--- config.mk ---
export PLATFORM = sky130hd
export DESIGN_NAME = phi_interlock
export DESIGN_NICKNAME = d
export VERILOG_FILES = /design/src/hdl/phi_pkg.sv /design/src/hdl/phi_interlock.sv
export VERILOG_INCLUDE_DIRS = /design/src /design/src/hdl
export SDC_FILE = /design/constraint.sdc
export NUM_CORES = 1
export LEC_CHECK = 0
export ABC_AREA = 0
export ABC_CLOCK_PERIOD_IN_PS = 4200
export BUFFER_PORTS_ARGS = -buffer_cell sky130_fd_sc_hd__clkbuf_2
export CAP_MARGIN = 10
export CORE_MARGIN = 1.5
export CORE_UTILIZATION = 40
export DETAILED_ROUTE_END_ITERATION = 12
export GPL_TIMING_DRIVEN = 0
export PLACE_DENSITY = 0.71
export SETUP_SLACK_MARGIN = 0.1
export SLEW_MARGIN = 20
export SYNTH_ARGS = -nofsm -noshare
export SYNTH_HDL_FRONTEND = slang
export SYNTH_SLANG_ARGS = --single-unit
export TNS_END_PERCENT = 10
--- constraint.sdc ---
create_clock -name clock_i -period 4.2 [get_ports clock_i]
set_input_delay 0.21 -clock clock_i [delete_from_list [all_inputs] [get_ports clock_i]]
set_output_delay 0.21 -clock clock_i [all_outputs]
set_load 0.005 [all_outputs]
--- src/hdl/phi_defines.svh ---
// Timing and field constants for the pipeline hazard interlock.
`ifndef PHI_DEFINES_SVH
`define PHI_DEFINES_SVH
`define PHI_REG_W 5
`define PHI_XLEN 32
`define PHI_SYS_W 5
`define PHI_LOAD_BUBBLES 2'h1
`define PHI_SYSREG_BUBBLES 2'h2
`define PHI_MULW_DIST 3'h5
`define PHI_MULH_DIST 3'h2
`define PHI_ALIGN_CLKS 3'h4
`define PHI_ZERO_REG 5'h00
`define PHI_SYS_IRQ_RET 5'h00
`define PHI_SYS_FAULT_RET 5'h02
`endif

--- src/hdl/phi_pkg.sv ---
// Types shared by the pipeline hazard interlock.
`include "phi_defines.svh"
package phi_pkg;
  typedef enum logic [2:0] {
    PHI_OP_ALU,
    PHI_OP_LOAD,
    PHI_OP_MULH,
    PHI_OP_MULW,
    PHI_OP_SYSW,
    PHI_OP_SYSR,
    PHI_OP_BRANCH,
    PHI_OP_OTHER
  } phi_op_t;

  typedef struct packed {
    logic valid;
    phi_op_t op;
    logic [`PHI_REG_W-1:0] src_a;
    logic [`PHI_REG_W-1:0] src_b;
    logic [`PHI_REG_W-1:0] dst;
    logic [`PHI_SYS_W-1:0] sys_sel;
  } phi_instr_t;

  typedef enum logic [1:0] {
    PHI_FWD_NONE,
    PHI_FWD_OPERATE,
    PHI_FWD_ACCESS,
    PHI_FWD_SECOND
  } phi_fwd_t;

  typedef enum {
    PHI_FETCH_RUN,
    PHI_FETCH_HALF2
  } phi_fetch_st_t;

  typedef struct packed {
    phi_fetch_st_t fetch_st;
    phi_instr_t opr;
    phi_instr_t acc;
    phi_instr_t cmt;
    logic [2:0] mulw_left;
    logic [`PHI_REG_W-1:0] mulw_dst;
    logic [1:0] bubble_cnt;
    phi_fwd_t fwd_a;
    phi_fwd_t fwd_b;
    logic [`PHI_XLEN-1:0] fwd_data;
    logic stall;
    logic refetch;
  } phi_state_t;
endpackage

--- src/hdl/phi_interlock.sv ---
// Hazard detection, interlock and forwarding control for the five-stage pipeline.
`timescale 1ns/100ps
`include "phi_defines.svh"

// Behaviour
// - Five in-order stages, one clock each normally.
// - Misaligned 4-byte branch target fetched twice.
// - Branch takes four clocks on misaligned target.
// - No double fetch for aligned or short targets.
// - Load-use dependency stalls following decode.
// - Load data forwarded from access into decode.
// - Load with immediate consumer takes two clocks.
// - No load stall at distance two or more.
// - Multiply-use dependency stalls following decode.
// - Product forwarded from second operate into decode.
// - Halfword multiply no stall at distance two.
// - Word multiply consumers under five stalled until product ready.
// - Return-address write then read stalls read.
// - That system write takes three clocks.
// - No system stall at distance three or more.
// - Fetch and data access use independent ports.
// - Operate results forwarded, no stall.
module phi_interlock #(
  parameter int XLEN = `PHI_XLEN
) (
  // Clock and reset
  input wire logic clock_i,
  input wire logic sys_rst_i,
  // Decode stage instruction and branch target info
  input wire phi_pkg::phi_instr_t decode_i,
  input wire logic branch_taken_i,
  input wire logic target_long_i,
  input wire logic addr_bit1_i,
  input wire logic addr_bit0_i,
  // Results available for forwarding
  input wire logic [XLEN-1:0] operate_result_i,
  input wire logic [XLEN-1:0] access_data_i,
  input wire logic [XLEN-1:0] product_i,
  input wire logic product_ready_i,
  // Independent fetch and data ports
  input wire logic fetch_req_i,
  input wire logic access_req_i,
  output logic fetch_grant_o,
  output logic access_grant_o,
  // Pipeline control
  output logic stall_o,
  output logic interlock_bubble_o,
  output logic refetch_o,
  output phi_pkg::phi_fwd_t fwd_a_o,
  output phi_pkg::phi_fwd_t fwd_b_o,
  output logic [XLEN-1:0] fwd_data_o,
  output phi_pkg::phi_instr_t operate_stage_o,
  output phi_pkg::phi_instr_t access_stage_o,
  output phi_pkg::phi_instr_t register_commit_stage_o
);
  phi_pkg::phi_state_t st_r;
  phi_pkg::phi_state_t st_nxt;

  logic uses_a;
  logic uses_b;
  logic dep_opr_a;
  logic dep_opr_b;
  logic dep_mulw_a;
  logic dep_mulw_b;
  logic hz_load;
  logic hz_mulh;
  logic hz_mulw;
  logic hz_sys;
  logic misaligned;
  phi_pkg::phi_instr_t bubble;

  function automatic logic reads_reg(input logic [`PHI_REG_W-1:0] src, input logic [`PHI_REG_W-1:0] dst);
    reads_reg = (src == dst) && (dst != `PHI_ZERO_REG);
  endfunction

  function automatic logic is_ret_pc(input logic [`PHI_SYS_W-1:0] sel);
    is_ret_pc = (sel == `PHI_SYS_IRQ_RET) || (sel == `PHI_SYS_FAULT_RET);
  endfunction

  always_comb begin
    bubble = '0;
    bubble.op = phi_pkg::PHI_OP_OTHER;
    uses_a = decode_i.valid && (decode_i.op != phi_pkg::PHI_OP_SYSR);
    uses_b = decode_i.valid && (decode_i.op != phi_pkg::PHI_OP_SYSR);
    // Only a real register match counts as a dependency.
    dep_opr_a = uses_a && st_r.opr.valid && reads_reg(decode_i.src_a, st_r.opr.dst);
    dep_opr_b = uses_b && st_r.opr.valid && reads_reg(decode_i.src_b, st_r.opr.dst);
    dep_mulw_a = uses_a && (st_r.mulw_left != 3'h0) && reads_reg(decode_i.src_a, st_r.mulw_dst);
    dep_mulw_b = uses_b && (st_r.mulw_left != 3'h0) && reads_reg(decode_i.src_b, st_r.mulw_dst);
    hz_load = (dep_opr_a || dep_opr_b) && (st_r.opr.op == phi_pkg::PHI_OP_LOAD);
    hz_mulh = (dep_opr_a || dep_opr_b) && (st_r.opr.op == phi_pkg::PHI_OP_MULH);
    // A word product keeps its consumers waiting until the multiplier signals ready.
    hz_mulw = (dep_mulw_a || dep_mulw_b) && !product_ready_i;
    hz_sys = decode_i.valid && (decode_i.op == phi_pkg::PHI_OP_SYSR) && is_ret_pc(decode_i.sys_sel) &&
             ((st_r.opr.valid && st_r.opr.op == phi_pkg::PHI_OP_SYSW && st_r.opr.sys_sel == decode_i.sys_sel) ||
              (st_r.acc.valid && st_r.acc.op == phi_pkg::PHI_OP_SYSW && st_r.acc.sys_sel == decode_i.sys_sel &&
               st_r.bubble_cnt != 2'h0));
    misaligned = branch_taken_i && target_long_i && addr_bit1_i && !addr_bit0_i;

    st_nxt = st_r;
    st_nxt.refetch = 1'b0;
    st_nxt.fwd_a = phi_pkg::PHI_FWD_NONE;
    st_nxt.fwd_b = phi_pkg::PHI_FWD_NONE;

    unique case (st_r.fetch_st)
      phi_pkg::PHI_FETCH_RUN: begin
        if (misaligned) begin
          st_nxt.fetch_st = phi_pkg::PHI_FETCH_HALF2;
          st_nxt.refetch = 1'b1;
        end
      end
      phi_pkg::PHI_FETCH_HALF2: begin
        // Second halfword fetch completes; the extra clock gives the branch its four clocks.
        st_nxt.fetch_st = phi_pkg::PHI_FETCH_RUN;
      end
    endcase

    st_nxt.stall = hz_load || hz_mulh || hz_mulw || hz_sys;

    // Bubble count: system write two bubbles (three clocks); a load's one bubble comes from its stall alone, not this count.
    if (hz_sys && st_r.bubble_cnt == 2'h0 && st_r.opr.op == phi_pkg::PHI_OP_SYSW) begin
      st_nxt.bubble_cnt = `PHI_SYSREG_BUBBLES - 2'h1;
    end else if (st_r.bubble_cnt != 2'h0) begin
      st_nxt.bubble_cnt = st_r.bubble_cnt - 2'h1;
    end

    // Advance the stages; a stall injects a bubble into operate.
    st_nxt.cmt = st_r.acc;
    st_nxt.acc = st_r.opr;
    st_nxt.opr = st_nxt.stall ? bubble : decode_i;

    if (st_r.mulw_left != 3'h0 && !st_nxt.stall) begin
      st_nxt.mulw_left = st_r.mulw_left - 3'h1;
    end
    if (!st_nxt.stall && decode_i.valid && decode_i.op == phi_pkg::PHI_OP_MULW) begin
      st_nxt.mulw_left = `PHI_MULW_DIST - 3'h1;
      st_nxt.mulw_dst = decode_i.dst;
    end

    // Forward select for the instruction leaving decode this clock.
    st_nxt.fwd_data = st_r.fwd_data;
    if (!st_nxt.stall) begin
      if (dep_opr_a || dep_opr_b) begin
        st_nxt.fwd_data = operate_result_i;
        st_nxt.fwd_a = dep_opr_a ? phi_pkg::PHI_FWD_OPERATE : phi_pkg::PHI_FWD_NONE;
        st_nxt.fwd_b = dep_opr_b ? phi_pkg::PHI_FWD_OPERATE : phi_pkg::PHI_FWD_NONE;
      end
      if (st_r.acc.valid && st_r.acc.op == phi_pkg::PHI_OP_LOAD &&
          (reads_reg(decode_i.src_a, st_r.acc.dst) || reads_reg(decode_i.src_b, st_r.acc.dst))) begin
        st_nxt.fwd_data = access_data_i;
        st_nxt.fwd_a = reads_reg(decode_i.src_a, st_r.acc.dst) ? phi_pkg::PHI_FWD_ACCESS : st_nxt.fwd_a;
        st_nxt.fwd_b = reads_reg(decode_i.src_b, st_r.acc.dst) ? phi_pkg::PHI_FWD_ACCESS : st_nxt.fwd_b;
      end
      if ((st_r.acc.valid && st_r.acc.op == phi_pkg::PHI_OP_MULH &&
           (reads_reg(decode_i.src_a, st_r.acc.dst) || reads_reg(decode_i.src_b, st_r.acc.dst))) ||
          dep_mulw_a || dep_mulw_b) begin
        st_nxt.fwd_data = product_i;
        st_nxt.fwd_a = phi_pkg::PHI_FWD_SECOND;
        st_nxt.fwd_b = phi_pkg::PHI_FWD_SECOND;
      end
    end
    if (!decode_i.valid) begin
      st_nxt.fwd_a = phi_pkg::PHI_FWD_NONE;
      st_nxt.fwd_b = phi_pkg::PHI_FWD_NONE;
    end
  end

  always_ff @(posedge clock_i) begin
    if (sys_rst_i) begin
      st_r <= '0;
      st_r.fetch_st <= phi_pkg::PHI_FETCH_RUN;
    end else begin
      st_r <= st_nxt;
    end
  end

  // Fetch and data access sit on separate ports, so both are granted in the same clock.
  assign fetch_grant_o = fetch_req_i && !sys_rst_i;
  assign access_grant_o = access_req_i && !sys_rst_i;
  assign stall_o = st_r.stall;
  assign interlock_bubble_o = st_r.stall;
  assign refetch_o = st_r.refetch;
  assign fwd_a_o = st_r.fwd_a;
  assign fwd_b_o = st_r.fwd_b;
  assign fwd_data_o = st_r.fwd_data;
  assign operate_stage_o = st_r.opr;
  assign access_stage_o = st_r.acc;
  assign register_commit_stage_o = st_r.cmt;
endmodule

* Word level (Yosys, flattened, before mapping) *
Cells that the tools add are included.

storage, ports and cells
  bits in registers = 152

operators by class
  $add $sub $neg = 2
  eq/ne operators = 20
  muxes and demuxes = 15
  bitwise logic cells = 3
  reduce and logical (&&, ||, !) cells = 69

operator list
  operator                                        count
  two-way mux 36 bit                              2
  one-hot mux 32 bit (2 select lines)             1
  == test 5 bit                                   8
  logical AND 1 bit                               38
  two-way mux 35 bit                              1
  == test 32 x 1 -> 1 bit, second input constant  1
  logical NOT 32 bit                              1
  two-way mux 32 bit                              1
  two-way mux 23 bit                              1
  nonzero test 5 bit                              3
  logical OR 1 bit                                10
  == test 3 x 2 -> 1 bit, second input constant   3
  == test 3 bit, second input constant            3
  two-way mux 8 bit                               1
  OR reduction 2 bit                              4
  == test 3 x 1 -> 1 bit, second input constant   2
  nonzero test 2 bit                              3
  nonzero test 3 bit                              2
  == test 5 x 2 -> 1 bit, second input constant   1
  logical NOT 5 bit                               1
  two-way mux 1 bit                               5
  logical NOT 1 bit                               4
  two-way mux 2 bit                               2
  two-way mux 3 bit                               1
  other kinds (8)                                 10

* Longest topological paths before layout *
  depth in word-level cells = 13
  gate-level depth with buffers = 10

* Least setup slack after synthesis *
OpenSTA, ideal clock, no wires.

  path type = reg-to-reg
  start = register st_r[38] (netlist name)
  end = register st_r (netlist bit fwd_data_o[10])
  setup time = 68 ps
  arrival time = 2631 ps
  setup slack = 1501 ps
  cell stages (with the launch flop) = 11
  path buffers = 1
  clock period less this slack = 2699 ps
  cells stage by stage = dfxtp_1 -> inv_1 -> ha_1 -> nor4b_2 -> nand4_1 -> or4_4 -> a2111oi_4 -> nor3_2 -> a21oi_4 -> buf_6 -> o2bb2ai_2

on the way
  cells in the longest elaborated chain, start to end = 7

RTL lines
  item                                  RTL line              source
  start: declaration                    phi_interlock.sv:56   phi_pkg::phi_state_t st_r;
  start signal: assignment              phi_interlock.sv:173  st_r <= st_nxt;
  nonzero test 2 bit                    phi_interlock.sv:97   st_r.bubble_cnt != 2'h0));
  logical AND 1 bit                     phi_interlock.sv:96   (st_r.acc.valid && st_r.acc.op == phi_pkg::PHI_OP_SYSW && st_r.acc.sys_sel == decode_i.sys_sel &&
  logical OR 1 bit                      phi_interlock.sv:95   ((st_r.opr.valid && st_r.opr.op == phi_pkg::PHI_OP_SYSW && st_r.opr.sys_sel == decode_i.sys_sel) ||
  logical AND 1 bit                     phi_interlock.sv:94   hz_sys = decode_i.valid && (decode_i.op == phi_pkg::PHI_OP_SYSR) && is_ret_pc(decode_i.sys_sel) &&
  logical OR 1 bit                      phi_interlock.sv:118  st_nxt.stall = hz_load || hz_mulh || hz_mulw || hz_sys;
  NOT 1 bit (no source line)            --
  AND reduction 2 bit (no source line)  --

Every way passes these cells.
A chain may end at the register's enable or synchronous reset.

* Worst setup path after layout *
  start = register st_r[38] (netlist name)
  end = register st_r (netlist bit fwd_data_o[11])

Same word-level chain as after synthesis.

==> impl_metrics.toml <==
[pwr]
total_power_uw = 3100
seq_power_share_pct = 39.7
p_per_area_nw_per_um2 = 395
switching_power_uw = 772
leakagePower_uw = 0.00359
p_int_uw = 2330
ir_drop_mv = 0.279
combPwrFrac_pct = 11.6
power.share.clock_pct = 48.8
swShare_pct = 24.9

[route]
viasPerCell = 4.76
num_vias = 4883
wl_per_cell_um = 14.7
wirelength_um = 15100
ant_nets = 0
drc = 0
firstDrtPassIters = 5
initialDrtViolationCount = 179

[synth]
avgSynthCellArea_um2 = 10.1
synth_edf_count = 0
synthFlopType = "dfxtp_1"
synth_top_cell_area_share_pct = 41.8
synth_top_area_cell = "dfxtp_1"
ys_ff_latch = 121
ys_seq_area_share_pct = 41.8
synth_common_cells = "dfxtp_1, buf_4, nor2b_1, a221oi_1, o211ai_1"
syn_inst = 572
synthArstFlopShare_pct = 0
synthTopCellsByArea = "dfxtp_1, buf_4, nor2b_1"
ys_types = 43
yosysWarnings = 0
syn_area_um2 = 5800
synth.most_common_cell = "dfxtp_1"
synth_fp_nets = 704

[clock_network]
clock_sinks = 121
cts_setup_buffers = 0
cts_buffers = 17
hold_buffers = 0
cts.path.max_buffers = 2
cts_tree = "done"
post_cts_resized = 0
cts-htree-levels = 4
ctsRootBufferMaster = "clkbuf_16"
clk_latency_ns = 0.42
clkTransAtPathRegs_ns = 0.06

[timing]
tns_ns = 0
fmax_mhz = 322
clock_skew_ns = 0.00777
period_share_pct = 73.9
hold_viol = 0
hold_ws_ns = 0.0132
slew_viol_final = 0
min_period_ns = 3.10
worst_slew_pin_slew_ns = 1.01
finalSetupViolations = 0
rsz0062_at_grt = "no"
slew_headroom_pct = 32.1

[placement]
gp_congestion = 0.874
place_inst = 993
port_buffers = 241
dp_hpwl_um = 11700

[floorplan]
die_w_um = 123
rows = 43
initial_core_util_pct = 41.3
io_pins = 242
die_y_um = 123
die_area_um2 = 15200
design.core.area_um2 = 14000

[grt]
grt_antenna_before_repair = 0
grt_pass1_wl_um = 23200
first_global_vias = 4624
grt.overflow.total = 0
grt.total_usage_pct = 20.2
grt_max_degree = 17

[worst_setup_path]
worst_ep_arrival_time_ns = 3.45
path_delay_family = "simple AND/OR/NAND/NOR gates"
worst_r2r_path_depth = 10
endpoint_kind = "flop"
worst-path-buf-inv = 2
worstPathMaxFanout = 10
worstPathRequired_ns = 4.55
worstReg2RegStart = "st_r[38]"
reg2reg_to = "fwd_data_o[11]"
slowest_delay_ns = 0.62
ff2ff_setup_slack_ns = 1.10
worst_setup_path_start_kind = "flop"
crit_slowest_cell = "a2111oi_4"
path_cells = "inv_1 > ha_1 > nor4b_2 > nand4_1 > or4_4 > a2111oi_4 > nor3_2 > a21oi_4 > buf_6 > o2bb2ai_2"
crit_type = "flop to flop"

[final_layout]
layoutNonFillerInstCount = 1025
num-nets-final = 964
fin_util_pct = 55.9
antenna_cells = 0
synthToLayoutAreaGrowth_pct = 35.2
num-fill-cells = 1296
drive_above_1_share_pct = 49.0

[min_path]
hold_class = "primary input to flop"
holdPathEnd = "operate_stage_o[8]"
worstHoldStart = "decode_i[8]"
min_path_cells = 2

[run_status]
outcome = "finished clean"

[run]
max_cap_violations = 0
[cells by family after synthesis]
kind of cell	Yosys count	synth area share, %
buf+inv	150	17.1
fa+ha+maj	3	0.647
simple gates	129	13.7
flops	121	41.8
compound gates	121	19.4
mux	5	0.863
xor+xnor	43	6.49
[flip-flops by register name, summed over array words and instances (netlist names)]
register	cells
refetch_o	1
access_stage_o	24
register_commit_stage_o	24
fwd_data_o	32
fwd_a_o	2
operate_stage_o	24
fwd_b_o	2
interlock_bubble_o	1
st_r	11
[worst register-to-register path: stages (launching register included)]
cell	delay [ns]
dfxtp_1	0.34
inv_1	0.05
ha_1	0.26
nor4b_2	0.34
nand4_1	0.13
or4_4	0.45
a2111oi_4	0.62
nor3_2	0.22
a21oi_4	0.30
buf_6	0.21
o2bb2ai_2	0.12
[layout by cell type (no fill, tap or decap), types with 4 or more instances in the layout]
cell and instances:
inv_1 10, nor3_1 10, clkbuf_1 27, nor2_1 13
a221oi_1 32, nor2b_1 52, o2bb2ai_1 12, o21ai_0 4
buf_4 109, a21oi_1 11, clkbuf_16 17, mux2i_1 5
nor3b_1 5, inv_6 6, dfxtp_1 121, o2bb2ai_2 20
clkbuf_2 241, nand3_1 9, xnor2_1 17, o211ai_1 32
xor2_1 26, and2_1 20, clkinvlp_4 4
[power groups by stage]
stage / clock [uW] / combinational [uW] / sequential, uW
after floorplan: 0 / 222 / 1240
final: 1510 / 359 / 1230
after detailed placement: 0 / 359 / 1250
after global placement: 0 / 354 / 1250
after CTS: 1530 / 361 / 1230
after global routing: 1580 / 404 / 1240
[cell type report]
cell class	count	area [um2]	area share [%]
sequential	121	2420	30.9
multi-input combinational	301	2380	30.4
timing repair buffer	241	1210	15.4
buffer	140	957	12.2
clock buffer	17	425	5.42
tap	180	225	2.87
clock inverter	15	186	2.38
inverter	10	37.5	0.478
[metrics by stage]
step / setup WS (ns) / cell area, um2
after floorplan: 1.50 / 5800
after global placement: 1.12 / 7230
after detailed placement: 1.11 / 7230
after CTS: 1.09 / 7850
after global routing: 0.895 / 7850
final: 1.10 / 7850
[metal layers]
layer  global-route usage, %  part of all wire [%]  up-vias  wire length [um]
li1                        -                     -     2442                 -
met1                    24.2                    42     2216              6340
met2                    33.6                    48      200              7210
met3                    6.50                   7.9       25              1190
met4                    8.19                   2.4        0               361
met5                       0                     0        -                 0
[worst max path at each step]
stage | from | to | slack [ns] | cells after the start
after CTS | st_r[38] | fwd_data_o[11] | 1.09 | 10
final | st_r[38] | fwd_data_o[11] | 1.10 | 10
after detailed placement | st_r[38] | fwd_data_o[9] | 1.11 | 10
after floorplan | st_r[38] | fwd_data_o[10] | 1.50 | 10
after global routing | st_r[38] | fwd_data_o[13] | 0.89 | 10
after global placement | st_r[38] | fwd_data_o[12] | 1.12 | 10
(Power assumes the default switching activity.)
